===== src/core/hiocp_regs.svh =====
// Register offsets, field positions and reset values of the host I/O control port.
// Assumes byte-addressed host I/O cycles relative to the board's I/O base.
`ifndef HIOCP_REGS_SVH
`define HIOCP_REGS_SVH
// ********************************************
// Offsets
// ********************************************
`define HIOCP_OFS_CMD 3'h0
`define HIOCP_OFS_WIN 3'h2
// ********************************************
// Command fields
// ********************************************
`define HIOCP_CMD_IRQ_LSB 0
`define HIOCP_CMD_IRQ_MSB 2
`define HIOCP_CMD_DMA_LSB 3
`define HIOCP_CMD_DMA_MSB 4
`define HIOCP_CMD_DSPIRQ 5
`define HIOCP_CMD_HOLD 6
`define HIOCP_CMD_RUN 7
// ********************************************
// Status and window fields, reset values
// ********************************************
`define HIOCP_STS_TC 6
`define HIOCP_STS_HACK 7
`define HIOCP_WIN_EN 2
`define HIOCP_WIN_BASE_LSB 3
`define HIOCP_WIN_BASE_MSB 7
`define HIOCP_CMD_RST 8'h00
`define HIOCP_WIN_RST 8'h00
`endif


===== src/core/hiocp_pkg.sv =====
// Types shared by the host I/O control port.
// Assumes the offsets header is included by the design files.
package hiocp_pkg;
	typedef struct packed
	{
		logic run;
		logic hold;
		logic dsp_irq;
		logic [1:0] dma;
		logic [2:0] irq_sel;
	} hiocp_cmd_s;
	typedef struct packed
	{
		logic [4:0] base;
		logic en;
	} hiocp_win_s;
	typedef enum logic [1:0]
	{
		HIOCP_IDLE = 2'b00,
		HIOCP_REQ = 2'b01,
		HIOCP_ACC = 2'b10
	} hiocp_dyn_e;
endpackage


===== src/core/hiocp_top.sv =====
// Host I/O control port: command, status and memory window registers.
// Assumes host strobes, address and pins arrive asynchronously; data is 16 bits.
// ********************************************
// ********************************************
`timescale 1ns/1ps
`include "hiocp_regs.svh"
module hiocp_top
(
	input wire logic core_clk,
	input wire logic nrst,
	input wire logic io_wr,
	input wire logic io_rd,
	input wire logic [2:0] io_addr,
	input wire logic [15:0] io_wdata,
	input wire logic mem_cyc,
	input wire logic [4:0] la_hi,
	input wire logic dsp_hold_ack,
	input wire logic dsp_host_irq,
	input wire logic dma_tc,
	input wire logic fifo_irq,
	output logic [15:0] io_rdata,
	output logic window_hit,
	output hiocp_pkg::hiocp_cmd_s cmd_out,
	output logic dsp_irq,
	output logic dsp_hold_req,
	output logic dsp_reset_n,
	output logic [6:0] host_irq_lines,
	output logic dma_req
);
	import hiocp_pkg::*;
	// ********************************************
	// Reset release and input synchronisers
	// ********************************************
	logic rs1_q, rst_n;
	always_ff @(posedge core_clk or negedge nrst)
	begin
		if (!nrst)
		begin
			rs1_q <= 1'b0;
			rst_n <= 1'b0;
		end
		else
		begin
			rs1_q <= 1'b1;
			rst_n <= rs1_q;
		end
	end
	logic [6:0] sin, sq;
	assign sin = {io_wr, io_rd, mem_cyc, dsp_hold_ack, dsp_host_irq, dma_tc, fifo_irq};
	genvar g;
	generate
		for (g = 0; g < 7; g = g + 1)
		begin : g_sync
			hiocp_sync u_sync
			(
				.clk(core_clk),
				.rst_n(rst_n),
				.d(sin[g]),
				.q(sq[g])
			);
		end
	endgenerate
	logic wr_s, rd_s, mem_s, ack_s, dirq_s, tc_s, fifo_s;
	assign {wr_s, rd_s, mem_s, ack_s, dirq_s, tc_s, fifo_s} = sq;
	// Address and data lines are sampled only on the strobe edge, once they have settled; LA lines are compared every cycle.
	// ********************************************
	// Registers
	// ********************************************
	hiocp_cmd_s cmd_q, cmd_d;
	hiocp_win_s win_q, win_d;
	logic wr_dly_q, rd_dly_q, mem_dly_q, fifo_dly_q, tc_seen_q, tc_seen_d;
	logic [15:0] rdata_q, rdata_d;
	logic hit_q, hit_d, irq_q, irq_d, dma_q, dma_d, hreq_q, hreq_d;
	logic [6:0] lines_q, lines_d;
	hiocp_dyn_e dyn_q, dyn_d;
	logic wr_p, rd_p, mem_p, fifo_p, match;
	always_comb
	begin
		wr_p = wr_s & ~wr_dly_q;
		rd_p = rd_s & ~rd_dly_q;
		mem_p = mem_s & ~mem_dly_q;
		fifo_p = fifo_s & ~fifo_dly_q;
		match = win_q.en && (la_hi == win_q.base);
		cmd_d = cmd_q;
		win_d = win_q;
		rdata_d = rdata_q;
		tc_seen_d = tc_seen_q | tc_s;
		if (wr_p && io_addr == `HIOCP_OFS_CMD)
		begin
			cmd_d = hiocp_cmd_s'(io_wdata[7:0]);
		end
		if (wr_p && io_addr == `HIOCP_OFS_WIN)
		begin
			win_d = hiocp_win_s'(io_wdata[`HIOCP_WIN_BASE_MSB:`HIOCP_WIN_EN]);
		end
		if (rd_p)
		begin
			rdata_d = 16'h0000;
			if (io_addr == `HIOCP_OFS_CMD)
			begin
				rdata_d[`HIOCP_STS_TC] = tc_seen_q;
				rdata_d[`HIOCP_STS_HACK] = ack_s;
				tc_seen_d = tc_s; // Reading clears the sticky count; a new one wins.
			end
		end
		// Dynamic hold: a window hit with no held mode requests the bus for that access.
		dyn_d = dyn_q;
		case (dyn_q)
			HIOCP_IDLE:
			begin
				if (mem_p && match && !cmd_q.hold)
				begin
					dyn_d = HIOCP_REQ;
				end
			end
			HIOCP_REQ:
			begin
				if (ack_s)
				begin
					dyn_d = HIOCP_ACC;
				end
			end
			HIOCP_ACC:
			begin
				if (!mem_s)
				begin
					dyn_d = HIOCP_IDLE;
				end
			end
			default:
			begin
				dyn_d = HIOCP_IDLE;
			end
		endcase
		hreq_d = cmd_q.hold | (dyn_d != HIOCP_IDLE);
		hit_d = match & mem_s & (ack_s | cmd_q.hold);
		irq_d = cmd_q.dsp_irq;
		// FIFO pulses start DMA only while enabled; DSP keeps running meanwhile.
		dma_d = (fifo_p | (dma_q & ~tc_s)) & (cmd_q.dma != 2'b00);
		lines_d = 7'h00;
		if ((dirq_s | tc_seen_q) && cmd_q.irq_sel != 3'h0 && cmd_q.irq_sel != 3'h7)
		begin
			lines_d[cmd_q.irq_sel] = 1'b1;
		end
		else if ((dirq_s | tc_seen_q) && cmd_q.irq_sel == 3'h7)
		begin
			lines_d[0] = 1'b1;
		end
	end
	// Level map: sel 7 drives level 7 on line 0; sel 1..5 drive 9..12,15 on lines 1..5; sel 6 line 6 spare.
	always_ff @(posedge core_clk or negedge rst_n)
	begin
		if (!rst_n)
		begin
			cmd_q <= hiocp_cmd_s'(`HIOCP_CMD_RST);
			win_q <= hiocp_win_s'(6'h00);
			wr_dly_q <= 1'b0;
			rd_dly_q <= 1'b0;
			mem_dly_q <= 1'b0;
			fifo_dly_q <= 1'b0;
			tc_seen_q <= 1'b0;
			rdata_q <= 16'h0000;
			hit_q <= 1'b0;
			irq_q <= 1'b0;
			dma_q <= 1'b0;
			hreq_q <= 1'b0;
			lines_q <= 7'h00;
			dyn_q <= HIOCP_IDLE;
		end
		else
		begin
			cmd_q <= cmd_d;
			win_q <= win_d;
			wr_dly_q <= wr_s;
			rd_dly_q <= rd_s;
			mem_dly_q <= mem_s;
			fifo_dly_q <= fifo_s;
			tc_seen_q <= tc_seen_d;
			rdata_q <= rdata_d;
			hit_q <= hit_d;
			irq_q <= irq_d;
			dma_q <= dma_d;
			hreq_q <= hreq_d;
			lines_q <= lines_d;
			dyn_q <= dyn_d;
		end
	end
	// ********************************************
	// Outputs
	// ********************************************
	assign io_rdata = rdata_q;
	assign window_hit = hit_q;
	assign cmd_out = cmd_q;
	assign dsp_irq = irq_q;
	assign dsp_hold_req = hreq_q;
	assign dsp_reset_n = cmd_q.run;
	assign host_irq_lines = lines_q;
	assign dma_req = dma_q;
endmodule


===== src/core/hiocp_sync.sv =====
// Two-flop synchroniser for one level.
// Assumes the input is asynchronous to clk.
`timescale 1ns/1ps
module hiocp_sync
(
	input wire logic clk,
	input wire logic rst_n,
	input wire logic d,
	output logic q
);
	logic s1_q;
	always_ff @(posedge clk or negedge rst_n)
	begin
		if (!rst_n)
		begin
			s1_q <= 1'b0;
			q <= 1'b0;
		end
		else
		begin
			s1_q <= d;
			q <= s1_q;
		end
	end
endmodule


===== config.mk =====
export PLATFORM = sky130hd
export DESIGN_NAME = hiocp_top
export DESIGN_NICKNAME = d
export VERILOG_FILES = /design/src/core/hiocp_pkg.sv /design/src/core/hiocp_top.sv /design/src/core/hiocp_sync.sv
export VERILOG_INCLUDE_DIRS = /design/src /design/src/core
export SDC_FILE = /design/constraint.sdc
export NUM_CORES = 1
export LEC_CHECK = 0
export BUFFER_PORTS_ARGS = -buffer_cell sky130_fd_sc_hd__buf_4
export CORE_MARGIN = 4
export CORE_UTILIZATION = 45
export DETAILED_ROUTE_END_ITERATION = 7
export PLACE_DENSITY = 0.74
export SLEW_MARGIN = 20
export SYNTH_ARGS = -nofsm -noshare
export SYNTH_HDL_FRONTEND = slang
export SYNTH_SLANG_ARGS = --single-unit

===== constraint.sdc =====
create_clock -name core_clk -period 2.8 [get_ports core_clk]
set_input_delay 0.14 -clock core_clk [delete_from_list [all_inputs] [get_ports core_clk]]
set_output_delay 0.14 -clock core_clk [all_outputs]
set_load 0.005 [all_outputs]

# --- Word-level counts from Yosys, hierarchy flattened ---
# Index checks and enable logic that the tools add are counted.
# Widths: inputs -> output; s select.
classes:
  bitwise_logic: 18
  order_cmp: 2
  muxes: 12
  n_eq_ne: 6
  n_reduce_logical: 15
op_table:
  columns: ["cell", "count"]
  rows:
  - ["$logic_and 1x1->1", 9]
  - ["$and 1x1->1", 8]
  - ["$mux 2", 4]
  - ["$mux 6", 1]
  - ["$pmux 2 s3", 1]
  - ["$eq 5x5->1", 1]
  - ["$mux 1", 5]
  - ["$not 1->1", 5]
  - ["$or 1x1->1", 5]
  - ["$lt 3x4->1 const B", 1]
  - ["$reduce_bool 2->1", 2]
  - ["$demux 1 s3", 1]
  - ["$eq 3x2->1 const B", 1]
  - ["$eq 3x3->1 const B", 1]
  - ["$ge 3x1->1 const B", 1]
  - ["$logic_not 3->1", 1]
  - ["$ne 3x3->1 const B", 1]
  - ["$reduce_bool 3->1", 1]
  - ["$eq 2x1->1 const B", 1]
  - ["$eq 2x2->1 const B", 1]
  - ["$logic_not 2->1", 1]
  - ["$logic_not 1->1", 1]
word_totals:
  elab_cells: 88
  output_inout_bits: 36
  register_bits: 50
  inputBits: 33

# --- Depth between registers and ports, before layout ---
# Gate-level depths: netlist (run 1).
depth:
  depth_word: 8
  mapped_depth: 3
  depth_no_buf: 3

# --- By module ---
# From an unflattened synthesis (run 1), not the netlist that was laid out.
hier_totals:
  hier_cells: 127
  area_unflattened_um2: 1815.5
by_module_without_submodules:
  columns: ["module", "area_per_inst_um2", "n_inst", "cells_per_inst"]
  rows:
  - ["hiocp_top", 1465.2, 1, 113]
  - ["hiocp_sync", 50.0, 7, 2]

# --- Least setup slack after synthesis (run 1) ---
# OpenSTA, ideal clock, no wires.
synth_timing:
  kind: "register -> register"
  from: "register win_q[3] (netlist bit)"
  to: "register hit_q, in the netlist window_hit"
  path_buffers: 0
  path_slack_ns: 1.505
  stages_incl_launch_ff: 4
  arrival_ns: 1.215
  setup_ns: 0.080
  t_required_ns: 2.720
  path_cell_list: "dfrtp_1 -> xor2_1 -> or4_4 -> nor3_2"
synth_via:
  elab_chain_cells: 4
synth_lines:
  columns: ["element", "line", "source"]
  rows:
  - ["start: declaration", "hiocp_top.sv:70", "hiocp_win_s win_q, win_d;"]
  - ["start signal: assignment", "hiocp_top.sv:156", "win_q <= hiocp_win_s'(6'h00);"]
  - ["start signal: assignment", "hiocp_top.sv:173", "win_q <= win_d;"]
  - ["$eq 5x5->1", "hiocp_top.sv:83", "match = win_q.en && (la_hi == win_q.base);"]
  - ["$logic_and 1x1->1", "hiocp_top.sv:83", null]
  - ["$and 1x1->1 (2 in a row)", "hiocp_top.sv:136", "hit_d = match & mem_s & (ack_s | cmd_q.hold);"]
  - ["via hit_d", "hiocp_top.sv:73", "logic hit_q, hit_d, irq_q, irq_d, dma_q, dma_d, hreq_q, hreq_d;"]
  - ["end signal: assignment", "hiocp_top.sv:180", "hit_q <= hit_d;"]
  - ["end: declaration", "hiocp_top.sv:73", null]
# The timed path passes the listed nets, and every way through them passes these cells.
# A chain may end at the register's enable or synchronous reset.

# --- Final worst setup path (run 1) ---
layout_timing:
  from: "register wr_dly_q"
  to: "register win_q[5] (netlist bit)"
layout_via:
  elab_chain_cells: 3
layout_lines:
  columns: ["element", "line", "source"]
  rows:
  - ["start: declaration", "hiocp_top.sv:71", "logic wr_dly_q, rd_dly_q, mem_dly_q, fifo_dly_q, tc_seen_q, tc_seen_d;"]
  - ["start signal: assignment", "hiocp_top.sv:174", "wr_dly_q <= wr_s;"]
  - ["$not 1->1", "hiocp_top.sv:79", "wr_p = wr_s & ~wr_dly_q;"]
  - ["$and 1x1->1", "hiocp_top.sv:79", null]
  - ["$logic_and 1x1->1 (no line)", null, null]
# Every way passes these cells.

==> results_dict.tcl, run 1 <==
set metrics [dict create \
    rsz0062_at_grt "false" \
    die_height_um 71.5 \
    port_buffers 46 \
    hpwl_um 2420 \
    end_kind "flip-flop" \
    seq_area_frac_synth_pct 68.9 \
    r2r_cells 3 \
    period_share_pct 50.3 \
    hold_violations 0 \
    first_pass_iters 4 \
    yosysUniqueCellTypes 26 \
    grt.total_usage_pct 14.4 \
    gr-usage-met1_pct 16.1 \
    cp_max_fo 6 \
    fillers 291 \
    insertedDiodeCount 0 \
    cts_tree "yes" \
    cts_sinks 50 \
    drt_wl_total_um 3240 \
    netlist_instances 127 \
    fin_util_pct 61.4 \
    max_slew_margin_pct 60.9 \
    worstHoldPathCells 2 \
    route.vias.total 1085 \
    cts_buffers 5 \
    synth_area_sq_um 1820 \
    yosysWarnings 0 \
    first_global_vias 1213 \
    cp.arrival_ps 1590 \
    dieArea_sq_um 5110 \
    cts.path.max_buffers 2 \
    grt_start_max_net_pins 49 \
    crit_type "flip-flop to flip-flop" \
    synth_top_area_share_pct 68.9 \
    peakVddDrop_v 0.000409 \
    synth.largest_area_cell "dfrtp_1" \
    placed_area_sq_um 2150 \
    row_count 22 \
    start_util_pct 48.1 \
    drtIter0Drc 20 \
    place.gp.congestion 0.806 \
    ant_nets 0 \
    setup_violations 0 \
    grt.overflow.total 0 \
    top_usage_layer "met2" \
    fin_tns_setup_ps 0 \
    clk_latency_ps 300 \
    fp.dieW_um 71.5 \
    use_met2_pct 26.5 \
    drive_above_1_share_pct 38.9 \
    synthTopCellsByArea "dfrtp_1 69%, mux2_2 8.7%, buf_4 6.6%" \
    routedWlPerCell_um 13.9 \
    avgSynthCellArea_sq_um 14.3 \
    required_ps 2980 \
    remaining_drc_errors 0 \
    grt.met3_usage_pct 3.79 \
    final_area_sq_um 2320 \
    clk_pin_slew_ps 90 \
    io_pins 69 \
    cts_resized 0 \
    drv_cap 0 \
    drt-vias-per-instance 4.66 \
    fin_crit_ps 1410 \
    grt_pass1_wl_um 5610 \
    synth.ff_latch_count 50 \
    fmax_mhz 710 \
    whs_ps 68.5 \
    finish.net_count 218 \
    worst_pin_slew_ps 587 \
    syn2layout_area_growth_pct 27.6 \
    finalMaxSlewViolations 0 \
    fin_worst_skew_ps 6.13 \
    status "complete, no violations" \
    startpoint_type "flip-flop" \
    htreeDepth 2 \
    power.leakage_nw 1.15 \
    cts-root-buf "clkbuf_8" \
    coreArea_sq_um 3770 \
    powerDensity_nw_per_um2 659 \
    min_path_type "primary input to flip-flop" \
    antenna_found_initial 0 \
]
flip-flops by register name, indices dropped and copies added (netlist names):
| signal | count |
|---|---|
| cmd_out | 6 |
| dma_req | 1 |
| dsp_hold_req | 1 |
| dsp_irq | 1 |
| dsp_reset_n | 1 |
| dyn_q | 2 |
| fifo_dly_q | 1 |
| g_sync.u_sync.q | 7 |
| g_sync.u_sync.s1_q | 7 |
| host_irq_lines | 7 |
| io_rdata | 2 |
| irq_d | 1 |
| mem_dly_q | 1 |
| rd_dly_q | 1 |
| rs1_q | 1 |
| rst_n | 1 |
| tc_seen_q | 1 |
| win_q | 6 |
| window_hit | 1 |
| wr_dly_q | 1 |
metal layers:
| metal | wire length, um | up-vias | share of wire [%] |
|---|---|---|---|
| met2 | 1730 | 45 | 53 |
| met1 | 1220 | 528 | 38 |
| met5 | 0 | - | 0 |
| met4 | 44 | 0 | 1.4 |
| met3 | 244 | 6 | 7.5 |
| li1 | - | 506 | - |
report_power, final:
part           internal [mW]  switching, mW  total, mW
sequential             0.811         0.0677      0.878
combinational          0.161         0.0908      0.252
clock                  0.171          0.225      0.396
synth_stat cells, drive strengths merged:
cell,count
a21o,1
a21oi,1
a22o,2
and3b,1
buf,16
conb,2
dfrtp,50
inv,1
mux2,14
nand2,4
nand2b,6
nand3,1
nand3b,1
nor2,9
nor2b,1
nor3,3
nor3b,1
nor4,2
o21ai,3
o21bai,2
or4,1
xnor2,2
xor2,3
per-stage QoR:
stage	power [mW]	setup WS, ps	std cells
floorplan	1.01	1310	140
global placement	1.13	1440	218
detailed placement	1.14	1380	218
CTS	1.55	1370	233
global route	1.62	1290	233
finish	1.53	1390	233
layout by cell type, fill, tap and decap left out, drive strengths merged, types with 2 or more instances in the layout:
cell type    synthesis  routed
a22o                 2       2
buf                 16      46
clkbuf               0       5
clkinvlp             0       2
conb                 2      15
dfrtp               50      50
dlygate4sd3          0       8
mux2                14      14
nand2                4       4
nand2b               6       6
nor2                 9       9
nor3                 3       3
nor4                 2       2
o21ai                3       3
o21bai               2       2
xnor2                2       2
xor2                 3       3
critical path, stage by stage (launching register included):
cell      delay (ps)
dfrtp_1          370
nor3b_1          340
nand3b_2         250
mux2_2           330
cells by family after synthesis:
group / share of synthesized area (%)
compound gates: 3.31
xor+xnor: 2.41
buf+inv: 6.82
flops: 68.9
mux: 8.68
other cells: 0.414
simple gates: 9.44
what timing repair did:
item / CTS / global route
setup buffers: 0 / 0
endpoints found under the hold margin: 9 / 0
hold buffers: 8 / 0
path summary, 6_finish.rpt:
check | start | to | slack (ps)
worst min-delay path | io_wdata[0] | cmd_out[0] | 70
min in group asynchronous | nrst | rst_n | 160
worst max register to register | wr_dly_q | win_q[5] | 1390
worst max-delay path | wr_dly_q | win_q[5] | 1390
max in group asynchronous | rst_n | win_q[1] | 2070
worst min register to register | rst_n | win_q[3] | 340
area by class of cell:
| cell class | count | area (sq um) | area share, % |
|---|---|---|---|
| inverters | 1 | 3.75 | 0.162 |
| flip-flops and latches | 50 | 1250 | 54.2 |
| multi-input cells | 73 | 489 | 21.1 |
| clock buffers | 5 | 68.8 | 2.97 |
| repair buffers | 54 | 425 | 18.4 |
| clock inverters | 2 | 15.0 | 0.648 |
| well taps | 48 | 60.1 | 2.59 |
Power figures use the tool's default switching activity.
==> run 2, diff against run 1 <==
ABC_AREA = 1   (was not set)
CORE_UTILIZATION = 44   (was 45)
PLACE_DENSITY = 0.75   (was 0.74)
clock period = 1.15 ns   (was 2.8 ns; I/O delays follow)
==> run 2 against run 1 <==
- power rose to 2.6 times the previous value
- sequential share of layout area down 3.7 points
- combinational power rose to 2.5 times the previous value
- flip-flop and latch count unchanged
- clock skew about the same
- setup slack worse by 1300 ps
- critical path type unchanged
- final cell count up 26%
- count of clock-buffer cells in the layout up 2
- largest power group unchanged
- largest cell class unchanged
- synthesized cell count up 43%
- core utilization down 0.67 points
- register-to-register slack worse by 1300 ps
- global-route usage down 0.51 points
==> results_dict.tcl, run 2 <==
set metrics [dict create \
    grt.met3_usage_pct 3.42 \
    first_pass_iters 4 \
    synth.largest_area_cell "dfrtp_1" \
    crit_family "flip-flops" \
    dieArea_sq_um 5440 \
    grt_pass1_wl_um 5710 \
    peakVddDrop_v 0.000920 \
    swShare_pct 23.9 \
    hold_violations 0 \
    placed_area_sq_um 2270 \
    crit_type "flip-flop to flip-flop" \
    coreArea_sq_um 4090 \
    drt-vias-per-instance 4.44 \
    clk_pin_slew_ps 80 \
    drive_above_1_share_pct 28.3 \
    final_area_sq_um 2480 \
    fillers 370 \
    use_met2_pct 22.5 \
    rsz0062_at_grt "false" \
    clk_latency_ps 300 \
    cts_tree "yes" \
    synth-edff-count 0 \
    synthTopCellsByArea "dfrtp_1 66%, nand2_1 6.9%, buf_4 6.3%" \
    finalMaxSlewViolations 0 \
    regArea_sq_um 1250 \
    status "complete, no violations" \
    avgSynthCellArea_sq_um 10.5 \
    post-place-ws_ps 12.7 \
    dp.cells 277 \
    htreeDepth 2 \
    routedWlPerCell_um 11.5 \
    yosysUniqueCellTypes 20 \
    drtIter0Drc 70 \
    cpPeakStageDelay_ps 400 \
    port_buffers 46 \
    p_switching_mw 0.943 \
    seq_power_share_pct 52.7 \
    yosysMostFrequentCell "dfrtp_1" \
    yosys-top-cells-count "50 x dfrtp_1, 35 x nand2_1, 24 x inv_1, 16 x buf_4, 16 x nor2_1" \
    end_kind "flip-flop" \
    remaining_drc_errors 0 \
    crit_path_cell_trace "nor2_4 -> nand2_2 -> buf_4 -> nand2_1 -> o21ai_2" \
    route.vias.total 1306 \
    min_path_type "primary input to flip-flop" \
    grt.total_usage_pct 13.9 \
    setup_ws_ps 107 \
    finish.net_count 276 \
    multi_input_area_sq_um 484 \
    row_count 23 \
    cp_max_fo 12 \
    crit_path_top_delay_cell "dfrtp_1" \
    cts_sinks 50 \
    syn2layout_area_growth_pct 30.5 \
    first_global_vias 1327 \
    insertedDiodeCount 0 \
    io_pins 69 \
    async_flop_share_pct 100 \
    yosysWarnings 0 \
    final_cells 294 \
    cts.path.max_buffers 2 \
    start_util_pct 46.6 \
    layout.cells.most_common_list "49 x dfrtp_1, 49 x buf_4, 34 x nand2_1" \
    fp.dieW_um 73.8 \
    period_share_pct 90.7 \
    synth_area_sq_um 1900 \
    top_usage_layer "met2" \
    postCtsSetupRepairBufs 0 \
    setup_violations 0 \
    synth_top_area_share_pct 65.7 \
    powerDensity_nw_per_um2 1590 \
    yosys_most_used_dff "dfrtp_1" \
    cts_buffers 5 \
    p_int_mw 3.00 \
    power_frac_clock_pct 31.3 \
    cp.arrival_ps 1230 \
    drt_wl_total_um 3380 \
    fin_crit_ps 1040 \
    seq_area_frac_synth_pct 65.7 \
    die_height_um 73.8 \
    gr-usage-met1_pct 17.5 \
    grt_start_max_net_pins 49 \
    grt.overflow.total 0 \
    fmax_mhz 958 \
    fin_worst_skew_ps 6.39 \
    drv_cap 0 \
    power.leakage_nw 1.33 \
    ant_nets 0 \
    antenna_found_initial 0 \
    synth.ff_latch_count 50 \
    startpoint_type "flip-flop" \
    place.gp.congestion 0.771 \
    required_ps 1340 \
    fin_tns_setup_ps 0 \
    cts-root-buf "clkbuf_8" \
    netlist_instances 182 \
    share_comb_of_total_power_pct 16.0 \
    hpwl_um 2550 \
    crit_buf_inv 1 \
    p_total_mw 3.94 \
]
[run 2: kinds of logic after synthesis]
family / synth area share (%)
simple gates: 15.2
compound gates: 6.77
buf+inv: 11.9
flops: 65.7
other cells: 0.395
[run 2: final cells by class]
cell class | count | share of cell area [%]
repair buffers | 59 | 19.2
flip-flops and latches | 50 | 50.4
clock buffers | 7 | 3.48
inverters | 24 | 3.63
well taps | 50 | 2.52
multi-input cells | 103 | 19.5
clock inverters | 1 | 1.21
[run 2: layer usage]
layer  share of wire (%)  vias to the layer above
li1                    -                      656
met1                  40                      608
met2                  52                       37
met3                 5.9                        5
met4                 1.6                        0
met5                   0                        -
[run 2: power by group through the flow]
stage / clock network (mW) / registers [mW] / logic (mW)
2_1_floorplan: 0 / 2.12 / 0.307
3_3_place_gp: 0 / 2.11 / 0.593
3_5_place_dp: 0 / 2.11 / 0.615
4_1_cts: 1.28 / 2.08 / 0.643
5_1_grt: 1.36 / 2.10 / 0.718
6_report: 1.24 / 2.08 / 0.631
[run 2: tightest hold or removal path, stage by stage]
cell and delay (ps):
buf_4 70, nor2_1 40, a21oi_2 100
[run 2: final timing paths]
kind,startpoint,endpoint,slack (ps),cells past startpoint
min in group asynchronous,nrst,rst_n,70,2
worst min-delay path,io_wdata[0],cmd_out[0],20,3
max in group asynchronous,rst_n,win_q[4],700,1
worst min register to register,rst_n,g_sync[1].u_sync.q,240,1
worst max-delay path,wr_dly_q,dsp_reset_n,110,5
worst max register to register,wr_dly_q,dsp_reset_n,110,5
[run 2: what timing repair did]
action | in CTS | in global routing
cloned | 0 | 0
hold endpoints to repair | 10 | 0
hold buffers | 9 | 0
pin swaps | 0 | 1
setup endpoints to repair | 5 | 15
resized for setup | 1 | 2
[run 2: per-stage QoR]
stage / hold WS [ps] / utilization (%)
3_5_place_dp: -158 / 55.5
4_1_cts: 17.3 / 60.6
2_1_floorplan: -238 / -
5_1_grt: 25.7 / 60.8
6_report: 16.7 / 60.8
3_3_place_gp: -160 / 55.5
==> run 3, diff against run 2 <==
HOLD_SLACK_MARGIN = 0.15   (was not set)
==> run 3 against run 2 <==
- die area unchanged
- flip-flop and latch count unchanged
- hold slack gained 130 ps
- largest power group unchanged
- critical endpoint is now win_q[4]
- design area increased by 4.6%
- register-to-register slack is essentially flat
==> results_dict.tcl, run 3 (synthesis results as in run 2) <==
set metrics [dict create \
    status "complete, no violations" \
    drt_wl_total_um 3610 \
    rsz0062_at_grt "false" \
    end_kind "flip-flop" \
    cp_max_fo 6 \
    startpoint_type "primary input" \
    final_cells 304 \
    required_ps 1320 \
    fillers 345 \
    remaining_drc_errors 0 \
    cts_buffers 5 \
    first_global_vias 1366 \
    cp.arrival_ps 1230 \
    cts.path.max_buffers 2 \
    grt.total_usage_pct 14.4 \
    place.gp.congestion 0.771 \
    clk_pin_slew_ps 80 \
    fin_tns_setup_ps 0 \
    fin_crit_ps 1060 \
    syn2layout_area_growth_pct 36.5 \
    multi_input_area_sq_um 504 \
    final_common_cell "dfrtp_1" \
    period_share_pct 92.3 \
    p_total_mw 3.98 \
    hpwl_um 2550 \
    placed_area_sq_um 2270 \
    min_path_type "primary input to flip-flop" \
    cts_sinks 50 \
    insertedDiodeCount 0 \
    port_buffers 46 \
    drive_above_1_share_pct 28.3 \
    whs_ps 143 \
    drt-vias-per-instance 4.46 \
    die_height_um 73.8 \
    finish.net_count 286 \
    grt.overflow.total 0 \
    antenna_found_initial 0 \
    route.vias.total 1355 \
    grt_pass1_wl_um 5930 \
    power.leakage_nw 1.37 \
    drv_cap 0 \
    final_area_sq_um 2600 \
    grt_start_max_net_pins 49 \
    fin_worst_skew_ps 7.03 \
    row_count 23 \
    dieArea_sq_um 5440 \
    first_pass_iters 4 \
    layout.cells.most_common_list "49 x dfrtp_1, 48 x buf_4, 34 x nand2_1" \
    ant_nets 0 \
    cts-root-buf "clkbuf_8" \
    coreArea_sq_um 4090 \
    regArea_sq_um 1250 \
    dp.cells 277 \
    routedWlPerCell_um 11.9 \
    finalMaxSlewViolations 0 \
    clk_latency_ps 290 \
    setup_violations 0 \
    fp.dieW_um 73.8 \
    cts_tree "yes" \
    htreeDepth 2 \
    fmax_mhz 943 \
    crit_type "primary input to flip-flop" \
    powerDensity_nw_per_um2 1530 \
    io_pins 69 \
    drtIter0Drc 66 \
    peakVddDrop_v 0.000979 \
    start_util_pct 46.6 \
    hold_violations 0 \
]
-- run 3: path summary, 6_finish.rpt --
| check | from | to | slack [ps] | depth (start not counted) |
|---|---|---|---|---|
| setup / recovery | io_addr[2] | win_q[4] | 90 | 5 |
| hold / removal | io_addr[0] | win_q[3] | 140 | 4 |
| setup reg to reg | g_sync[6].u_sync.q | cmd_out[4] | 110 | 6 |
| max in group asynchronous | nrst | rst_n | 400 | 3 |
| min in group asynchronous | rst_n | g_sync[1].u_sync.q | 240 | 1 |
| hold reg to reg | rst_n | g_sync[1].u_sync.q | 240 | 1 |
-- run 3: area by class of cell --
type	instances	share of cell area (%)
clock buffer	7	3.32
clock inverter	1	1.16
inverter	24	3.47
multi-input combinational	104	19.4
sequential	50	48.2
tap	50	2.41
timing repair buffer	68	22.0
-- run 3: metrics by stage --
stage	utilization, %	worst slack, ps
floorplan	-	131
global placement	55.5	20.7
detailed placement	55.5	12.7
CTS	62.8	13.0
global route	63.6	2.75
finish	63.6	89.0
-- run 3: critical path: stages --
cell and delay, ps:
dlygate4sd3_1 610, nor3b_4 280, nand2_2 140, nand2_1 70
o21ai_0 70
-- run 3: metal layers --
metal	part of all wire, %	global-route usage (%)	vias up	routed length, um
li1	-	-	675	-
met1	40	17.6	641	1460
met2	53	24.4	34	1920
met3	4.9	3.42	5	178
met4	1.4	6.04	0	49
met5	0	0	-	0
-- run 3: report_power, final --
part	switching [mW]	leakage (nW)	internal, mW
Clock	0.526	0.0585	0.709
Combinational	0.304	0.693	0.364
Sequential	0.126	0.619	1.95
Total	0.955	1.37	3.03
-- run 3: timing repair --
item	in CTS	in global routing
gates resized for setup	1	8
gates cloned	0	1
setup buffers	0	1
endpoints found under the hold margin	23	0
hold buffers	18	0
setup endpoints to repair	5	15
pin swaps	0	5
